$ cat src/design/status_flags_pkg.sv
// package: offsets, field positions, reset values and codes of the status flag register
package status_flags_pkg;

   // ---------------------------------------------------------------
   // data-memory addresses of the mirrored register
   // ---------------------------------------------------------------
   localparam logic [8:0] STATUS_ADDR_BANK0 = 9'h003;
   localparam logic [8:0] STATUS_ADDR_BANK1 = 9'h083;
   localparam logic [8:0] STATUS_ADDR_BANK2 = 9'h103;
   localparam logic [8:0] STATUS_ADDR_BANK3 = 9'h183;
   localparam logic [6:0] STATUS_LOW_ADDR   = 7'h03;

   // ---------------------------------------------------------------
   // software register port offsets
   // ---------------------------------------------------------------
   localparam logic [3:0] REG_IRQ_STATUS = 4'h1;
   localparam logic [3:0] REG_IRQ_MASK   = 4'h2;
   localparam logic [3:0] REG_FLAGS      = 4'h3;

   // ---------------------------------------------------------------
   // field positions of the flag register
   // ---------------------------------------------------------------
   localparam int BIT_INDIRECT_BANK = 7;
   localparam int BIT_DIRECT_HI     = 6;
   localparam int BIT_DIRECT_LO     = 5;
   localparam int BIT_WATCHDOG_EXP  = 4;
   localparam int BIT_SLEEP_ENTERED = 3;
   localparam int BIT_ZERO          = 2;
   localparam int BIT_NIBBLE_CARRY  = 1;
   localparam int BIT_CARRY         = 0;

   // ---------------------------------------------------------------
   // reset values and write masks
   // ---------------------------------------------------------------
   localparam logic [7:0] FLAGS_RESET    = 8'h18;
   localparam logic [7:0] WRITABLE_MASK  = 8'hE7;
   localparam logic [7:0] ALU_FLAG_MASK  = 8'h07;
   localparam logic [2:0] IRQ_RESET      = 3'h0;

   // interrupt status bits: watchdog time-out, sleep entry, carry set
   localparam int IRQ_TIMEOUT = 0;
   localparam int IRQ_SLEEP   = 1;
   localparam int IRQ_CARRY   = 2;

   // ---------------------------------------------------------------
   // operation codes presented by the core
   // ---------------------------------------------------------------
   typedef enum logic [3:0] {
      OP_NONE,
      OP_MOVE_FROM_WORKING,
      OP_BIT_CLEAR,
      OP_BIT_SET,
      OP_NIBBLE_SWAP,
      OP_CLEAR_FILE,
      OP_ADD_FILE,
      OP_SUBTRACT_FILE,
      OP_ROTATE_LEFT,
      OP_ROTATE_RIGHT,
      OP_LOGIC
   } op_type;

   // ---------------------------------------------------------------
   // helpers
   // ---------------------------------------------------------------
   // any of the four mirrored addresses
   function automatic logic is_status_addr(input logic [8:0] addr);
      return addr[6:0] == STATUS_LOW_ADDR;
   endfunction

endpackage

$ cat src/design/alu_flags_if.sv
// interface: alu result and flags between the main block and the flag unit
interface alu_flags_if;
   import status_flags_pkg::*;
   op_type     op;
   logic [7:0] dest_value;
   logic [7:0] working;
   logic       carry_in;
   logic [7:0] result;
   logic       zero;
   logic       nibble_carry;
   logic       carry;
   logic       zero_hit;
   logic       carry_hit;

   modport core (output op, output dest_value, output working, output carry_in,
                 input result, input zero, input nibble_carry, input carry, input zero_hit, input carry_hit);
   modport unit (input op, input dest_value, input working, input carry_in,
                 output result, output zero, output nibble_carry, output carry, output zero_hit, output carry_hit);
endinterface

$ cat src/design/alu_flag_unit.sv
// module: combinational result and flag generation for one instruction
module alu_flag_unit (
   alu_flags_if.unit af
);
   import status_flags_pkg::*;

   // ---------------------------------------------------------------
   // adder shared by add and subtract
   // ---------------------------------------------------------------
   function automatic logic [8:0] add9(input logic [7:0] a, input logic [7:0] b, input logic cin);
      return {1'b0, a} + {1'b0, b} + {8'h00, cin};
   endfunction

   function automatic logic [4:0] add5(input logic [3:0] a, input logic [3:0] b, input logic cin);
      return {1'b0, a} + {1'b0, b} + {4'h0, cin};
   endfunction

   logic [7:0] operand_b;
   logic       sub_cin;
   logic [8:0] sum9;
   logic [4:0] sum5;

   // subtract adds the two's complement of the working value
   always_comb begin
      operand_b = (af.op == OP_SUBTRACT_FILE) ? ~af.working : af.working;
      sub_cin   = (af.op == OP_SUBTRACT_FILE);
      sum9      = add9(af.dest_value, operand_b, sub_cin);
      sum5      = add5(af.dest_value[3:0], operand_b[3:0], sub_cin);
   end

   // result, flags and which flags the operation affects
   always_comb begin
      af.result       = af.dest_value;
      af.zero         = 1'b0;
      af.nibble_carry = 1'b0;
      af.carry        = 1'b0;
      af.zero_hit     = 1'b0;
      af.carry_hit    = 1'b0;
      case (af.op)
         OP_ADD_FILE, OP_SUBTRACT_FILE: begin
            af.result       = sum9[7:0];
            af.nibble_carry = sum5[4];
            af.carry        = sum9[8];
            af.zero_hit     = 1'b1;
            af.carry_hit    = 1'b1;
         end
         OP_ROTATE_LEFT: begin
            af.result    = {af.dest_value[6:0], af.carry_in};
            af.carry     = af.dest_value[7];
            af.carry_hit = 1'b1;
         end
         OP_ROTATE_RIGHT: begin
            af.result    = {af.carry_in, af.dest_value[7:1]};
            af.carry     = af.dest_value[0];
            af.carry_hit = 1'b1;
         end
         OP_CLEAR_FILE: begin
            af.result   = 8'h00;
            af.zero_hit = 1'b1;
         end
         OP_LOGIC: begin
            af.result   = af.dest_value & af.working;
            af.zero_hit = 1'b1;
         end
         OP_MOVE_FROM_WORKING: af.result = af.working;
         OP_NIBBLE_SWAP:       af.result = {af.dest_value[3:0], af.dest_value[7:4]};
         OP_BIT_CLEAR:         af.result = af.dest_value & ~af.working;
         OP_BIT_SET:           af.result = af.dest_value | af.working;
         default:              af.result = af.dest_value;
      endcase
      af.zero = (af.result == 8'h00);
   end

endmodule

$ cat src/design/status_flags_register.sv
// module: processor status flag register with bank selects, reset causes and alu flags
// Operation
// - Alu flags take results, not destination write
// - Reset-cause flags ignore instruction writes
// - Clear-file gives 000u u1uu
// - Bit 7 picks indirect bank pair
// - Bits 6-5 pick direct 128-byte bank
// - Expiry flag: set power-up/kick/sleep, clear timeout
// - Sleep flag: set power-up/kick, clear sleep
// - Zero flag follows result being zero
// - Nibble carry is carry from bit 3
// - Carry is carry out of bit 7
// - Subtract adds complement; carries are inverted borrow
// - Rotates load carry with shifted-out bit
// - Reset: 000, 11, low bits held
// - Register answers at 03h/83h/103h/183h
module status_flags_register (
   // clock, reset, enable
   input  wire logic                        clock,
   input  wire logic                        rst,
   input  wire logic                        clk_en,
   // instruction execution from the core
   input  wire logic                        exec_valid,
   input  wire status_flags_pkg::op_type    exec_op,
   input  wire logic [8:0]                  exec_addr,
   input  wire logic [7:0]                  exec_dest_value,
   input  wire logic [7:0]                  exec_working,
   input  wire logic                        exec_writes_file,
   // reset-cause events
   input  wire logic                        watchdog_kick_op,
   input  wire logic                        sleep_op,
   input  wire logic                        watchdog_timeout,
   // results and bank addressing
   output logic [7:0]                       exec_result,
   output logic                             status_hit,
   output logic [7:0]                       flags,
   output logic [1:0]                       direct_bank_select,
   output logic                             indirect_bank_select,
   output logic [8:0]                       direct_base,
   output logic [8:0]                       indirect_base,
   // software register port
   input  wire logic [3:0]                  sw_addr,
   input  wire logic [7:0]                  sw_wdata,
   input  wire logic                        sw_write,
   input  wire logic                        sw_read,
   output logic [7:0]                       sw_rdata,
   output logic                             irq
);
   import status_flags_pkg::*;

   // ---------------------------------------------------------------
   // state
   // ---------------------------------------------------------------
   typedef struct packed {
      logic [7:0] flags;
      logic [2:0] irq_status;
      logic [2:0] irq_mask;
      logic [7:0] rdata;
      logic [7:0] result;
   } state_type;

   state_type state_q;
   state_type state_d;

   alu_flags_if af ();

   // alu and flag generation
   alu_flag_unit alu_flag_unit_inst (
      .af (af)
   );

   logic       hit;
   logic [7:0] alu_flags;
   logic [7:0] alu_keep;
   logic [7:0] written;
   logic [7:0] write_mask;

   // drive the flag unit
   always_comb begin
      af.op         = exec_valid ? exec_op : OP_NONE;
      af.dest_value = exec_dest_value;
      af.working    = exec_working;
      af.carry_in   = state_q.flags[BIT_CARRY];
   end

   // address decode across all four banks
   assign hit = exec_valid && is_status_addr(exec_addr);

   // ---------------------------------------------------------------
   // next state
   // ---------------------------------------------------------------
   always_comb begin
      state_d   = state_q;
      alu_flags = state_q.flags;
      alu_keep  = 8'h00;
      written   = state_q.flags;
      if (exec_valid) begin
         state_d.result = af.result;
         // alu flag updates
         if (af.zero_hit) begin
            alu_flags[BIT_ZERO] = af.zero;
            alu_keep[BIT_ZERO]  = 1'b1;
         end
         if (af.carry_hit) begin
            alu_flags[BIT_CARRY] = af.carry;
            alu_keep[BIT_CARRY]  = 1'b1;
         end
         if (exec_op == OP_ADD_FILE || exec_op == OP_SUBTRACT_FILE) begin
            alu_flags[BIT_NIBBLE_CARRY] = af.nibble_carry;
            alu_keep[BIT_NIBBLE_CARRY]  = 1'b1;
         end
      end
      // destination write: writable bits only; any alu flag update blocks all three alu bits
      write_mask = (alu_keep != 8'h00) ? (WRITABLE_MASK & ~ALU_FLAG_MASK) : WRITABLE_MASK;
      if (hit && exec_writes_file) begin
         written = (state_q.flags & ~write_mask) | (af.result & write_mask);
      end
      state_d.flags = (written & ~alu_keep) | (alu_flags & alu_keep);
      // reset-cause events; time-out wins over a kick in the same cycle
      if (watchdog_kick_op) begin
         state_d.flags[BIT_WATCHDOG_EXP]  = 1'b1;
         state_d.flags[BIT_SLEEP_ENTERED] = 1'b1;
      end
      if (sleep_op) begin
         state_d.flags[BIT_WATCHDOG_EXP]  = 1'b1;
         state_d.flags[BIT_SLEEP_ENTERED] = 1'b0;
      end
      if (watchdog_timeout) begin
         state_d.flags[BIT_WATCHDOG_EXP] = 1'b0;
      end

      // software read port, read clears interrupt status
      state_d.rdata = 8'h00;
      if (sw_read) begin
         case (sw_addr)
            REG_IRQ_STATUS: begin
               state_d.rdata      = {5'h00, state_q.irq_status};
               state_d.irq_status = IRQ_RESET;
            end
            REG_IRQ_MASK: state_d.rdata = {5'h00, state_q.irq_mask};
            REG_FLAGS:    state_d.rdata = state_q.flags;
            default:      state_d.rdata = 8'h00;
         endcase
      end
      if (sw_write && sw_addr == REG_IRQ_MASK) begin
         state_d.irq_mask = sw_wdata[2:0];
      end
      // sticky events, set wins over the read clear
      if (watchdog_timeout) begin
         state_d.irq_status[IRQ_TIMEOUT] = 1'b1;
      end
      if (sleep_op) begin
         state_d.irq_status[IRQ_SLEEP] = 1'b1;
      end
      if (alu_keep[BIT_CARRY] && alu_flags[BIT_CARRY]) begin
         state_d.irq_status[IRQ_CARRY] = 1'b1;
      end
   end

   // ---------------------------------------------------------------
   // registers
   // ---------------------------------------------------------------
   // low flag bits keep their value through reset (undefined at power-on)
   always_ff @(posedge clock) begin
      if (rst) begin
         state_q.flags[7:3] <= FLAGS_RESET[7:3];
         state_q.irq_status <= IRQ_RESET;
         state_q.irq_mask   <= IRQ_RESET;
         state_q.rdata      <= 8'h00;
         state_q.result     <= 8'h00;
      end else if (clk_en) begin
         state_q <= state_d;
      end
   end

   // ---------------------------------------------------------------
   // outputs and bank address bases
   // ---------------------------------------------------------------
   assign flags                = state_q.flags;
   assign exec_result          = state_q.result;
   assign status_hit           = hit;
   assign sw_rdata             = state_q.rdata;
   assign irq                  = |(state_q.irq_status & state_q.irq_mask);
   assign indirect_bank_select = state_q.flags[BIT_INDIRECT_BANK];
   assign direct_bank_select   = state_q.flags[BIT_DIRECT_HI:BIT_DIRECT_LO];
   assign indirect_base        = {state_q.flags[BIT_INDIRECT_BANK], 8'h00};
   assign direct_base          = {state_q.flags[BIT_DIRECT_HI:BIT_DIRECT_LO], 7'h00};

endmodule

$ cat config.mk
export PLATFORM = sky130hd
export DESIGN_NAME = status_flags_register
export DESIGN_NICKNAME = d
export VERILOG_FILES = /design/src/design/status_flags_pkg.sv /design/src/design/alu_flags_if.sv /design/src/design/alu_flag_unit.sv /design/src/design/status_flags_register.sv
export SDC_FILE = /design/constraint.sdc
export NUM_CORES = 1
export LEC_CHECK = 0
export ABC_AREA = 1
export BUFFER_PORTS_ARGS = -buffer_cell sky130_fd_sc_hd__buf_2
export CORE_MARGIN = 2
export CORE_UTILIZATION = 25
export DETAILED_ROUTE_END_ITERATION = 8
export SLEW_MARGIN = 10
export SYNTH_ARGS = -nofsm -noshare
export SYNTH_HDL_FRONTEND = slang
export SYNTH_SLANG_ARGS = --single-unit
$ cat constraint.sdc
create_clock -name clock -period 4.1 [get_ports clock]
set_input_delay 0.82 -clock clock [delete_from_list [all_inputs] [get_ports clock]]
set_output_delay 0.82 -clock clock [all_outputs]
set_load 0.1 [all_outputs]
==> impl_metrics.csv <==
group,metric,value,unit
synth,synth-simple-area-share,35.39,%
power,leakage,1.629,nW
min_path,hold_class,"flip-flop to flip-flop",
timing,setup_slack,1.044,ns
power,p_per_area,276.7,nW/um^2
synth,netlist_instances,451,
setup_path,r2r_setup_slack,2.73,ns
power,vdd_drop_max,0.0001406,V
detailed_routing,vias,2910,
timing,tightest_slew,0.6134,ns
timing,clock_skew,0.003814,ns
synth,synth_top_family_by_area,"simple AND/OR/NAND/NOR gates",
clock_tree,cts_hold_buffers,0,
clock_tree,cts_tree,"yes",
setup_path,path_class,"primary input to flip-flop",
timing,clock.fmax,0.3273,GHz
cells_and_area,drive_above_1_share,18.95,%
clock_tree,cts-resized-gates,0,
synth,async_flop_share,0,%
placement,post-dp-hpwl,6468,um
clock_tree,path_clk_slew,0.06,ns
die,die_w,109.1,um
synth,synth_edf_count,3,
die,dieHeight,109.1,um
synth,synth_compound_area_share,14.23,%
setup_path,reg2regPathDepth,9,
die,core_area,10790,um^2
placement,place_area,3013,um^2
placement,gp_congestion,0.9403,
clock_tree,ctsHtreeMaxLevel,2,
cells_and_area,antennaDiodeCount,0,
clock_tree,clock_path_buffers,2,
synth,ys_dominant_reg_cell,"dfxtp_1",
grt,grt_max_degree,17,
cells_and_area,fin_area,3095,um^2
die,num_rows,38,
setup_path,worstPathRequired,4.24,ns
synth,post-synth-top-area-cell,"dfxtp_1",
placement,dp_slack,0.7542,ns
power,p_seq_share,36.3,%
die,io_pins,98,
job,drv_cap,0,
cells_and_area,instances_no_fill,636,
timing,holdWs,0.4600,ns
die,initial_core_util,25.59,%
cells_and_area,fin_util,28.68,%
power,p_sw,350.0,uW
timing,maxSlewHeadroom,58.73,%
synth,syn_area,2761,um^2
clock_tree,worstSkewPairLatency,0.27,ns
timing,setup_viol,0,
timing,fin_crit,3.056,ns
timing,finalMaxSlewViolations,0,
synth,synth_common_cells,"124 x nand2_1, 49 x inv_1, 44 x buf_4",
placement,port_buffers,75,
synth,synth_adder_area_share,5.256,%
cells_and_area,nNetsFinal,559,
setup_path,cp-startpoint,"exec_valid",
synth,synth.distinct_cells,38,
detailed_routing,ant_nets,0,
setup_path,cp_max_fo,9,
grt,grt_pass1_vias,2637,
power,power.total,856.6,uW
die,die_area,11900,um^2
detailed_routing,first_pass_iters,5,
timing,period_share,74.53,%
clock_tree,root_buffer,"clkbuf_8",
synth,muxShareOfSynthArea,0,%
synth,yosysMostFrequentCell,"nand2_1",
setup_path,critPathArrivalTime,3.20,ns
detailed_routing,finalWirelength,7864,um
synth,netlist.area_leader.share,19.57,%
cells_and_area,fillCellCount,1208,
power,clockPowerShare,26.4,%
detailed_routing,post_drt_wl_per_cell,12.36,um
clock_tree,cts.sinks,30,
cells_and_area,area_growth,12.10,%
synth,synth_seq_area_share,22.84,%
synth,yosysWarnings,0,
synth,synthXorXnorAreaFrac,2.220,%
power,p_int,506.7,uW
grt,antenna_found_initial,0,
setup_path,startpoint_type,"primary input",
setup_path,critPathCaptureType,"flip-flop",
timing,rsz0062_at_grt,"false",
min_path,holdPathStages,2,
power,p_comb_share,37.2,%
synth,synth.ff_latch_count,30,
timing,fin_setup_tns,0,ns
timing,hold_viol,0,
outcome,status,"completed",
synth,yosys-top-cells-area,"dfxtp_1 20%, nand2_1 17%, buf_4 12%",
synth,synth_area_per_cell,6.123,um^2
grt,grt_usage,13.21,%
detailed_routing,via_per_inst,4.575,
detailed_routing,drtIter0Drc,176,
clock_tree,cts_made_buffers,5,
grt,gr-total-overflow,0,
clock_tree,cts_setup_buffers,0,
placement,placed_cells,630,
grt,grt_pass1_wl,12480,um
power,swShare,40.85,%
detailed_routing,drcViolationCount,0,
## how the worst min path moves through the flow
| stage | from | endpoint | slack (ns) |
|---|---|---|---|
| detailed placement | sw_rdata[4]$_SDFFE_PP0P_ | sw_rdata[4]$_SDFFE_PP0P_ | 0.46 |
| CTS | sw_rdata[4]$_SDFFE_PP0P_ | sw_rdata[4]$_SDFFE_PP0P_ | 0.46 |
| global placement | sw_rdata[4]$_SDFFE_PP0P_ | sw_rdata[4]$_SDFFE_PP0P_ | 0.45 |
| floorplan | state_q[18]$_SDFFE_PP0P_ | state_q[18]$_SDFFE_PP0P_ | 0.44 |
| finish | sw_rdata[4]$_SDFFE_PP0P_ | sw_rdata[4]$_SDFFE_PP0P_ | 0.46 |
| global route | state_q[16]$_SDFFE_PP0P_ | state_q[16]$_SDFFE_PP0P_ | 0.49 |
## flip-flops by register name, indices dropped and copies added (netlist names), named ones only
name,count
exec_result,8
sw_rdata,8
state_q,6
flags,5
## cell usage in the layout, fill, tap and decap left out, types with 2 or more instances in the layout
cell type  instances
nand2_2            3
inv_1             49
o21ai_0           24
clkbuf_8           6
conb_1            15
and3_1             2
dfxtp_1           27
xor2_1             7
nand4_1            4
edfxtp_1           3
o22ai_1            2
nor4_1             2
a21oi_1           30
o211ai_1           2
a21oi_2            2
ha_1              10
nor2_2             3
buf_2             75
nand3_1           42
nor2_1            42
a21o_1             3
nor3_1             4
nand2_1          124
## critical path, stage by stage
cell and delay [ns]:
buf_2 0.16, nand2_2 0.10, nor2_4 0.15, nand2_4 0.12, xor2_1 0.20, fa_1 0.48, or2_2 0.32, nand3_1 0.08
o211ai_1 0.09, nor2_1 0.09, nand2_1 0.13, nor2_1 0.14, nand3_1 0.08, nor2_1 0.08, nand3_1 0.07, nand2_1 0.07
## kinds of logic (layout without fill, tap and decap cells)
logic type               Yosys count  after routing
buffers and inverters            102            133
XOR/XNOR                           7              7
other                              1             15
AO/OA/AOI/OAI                     70             70
flip-flops                        30             30
adder cells (fa/ha/maj)           11             11
AND/OR/NAND/NOR                  230            230
## layout make-up
type,count,area [um^2],area share (%)
Tap cell,140,175.2,5.659
Multi-Input combinational cell,333,1633,52.75
Sequential cell,30,630.6,20.37
Timing Repair Buffer,76,382.9,12.37
Inverter,51,191.4,6.184
Clock buffer,6,82.58,2.668
## power by group through the flow
stage,registers [mW],logic [mW],clock network [mW]
6_report,0.311,0.319,0.226
5_1_grt,0.312,0.347,0.254
4_1_cts,0.311,0.319,0.239
3_5_place_dp,0.318,0.318,0
3_3_place_gp,0.317,0.315,0
2_1_floorplan,0.316,0.264,0
## layer usage
| metal | vias to the layer above | track usage [%] | wire length (um) |
|---|---|---|---|
| met5 | - | 0 | 0 |
| li1 | 1489 | - | - |
| met2 | 118 | 23.03 | 3675 |
| met4 | 0 | 2.839 | 95 |
| met1 | 1293 | 16.87 | 3555 |
| met3 | 10 | 2.451 | 537 |
(Power assumes the default switching activity.)
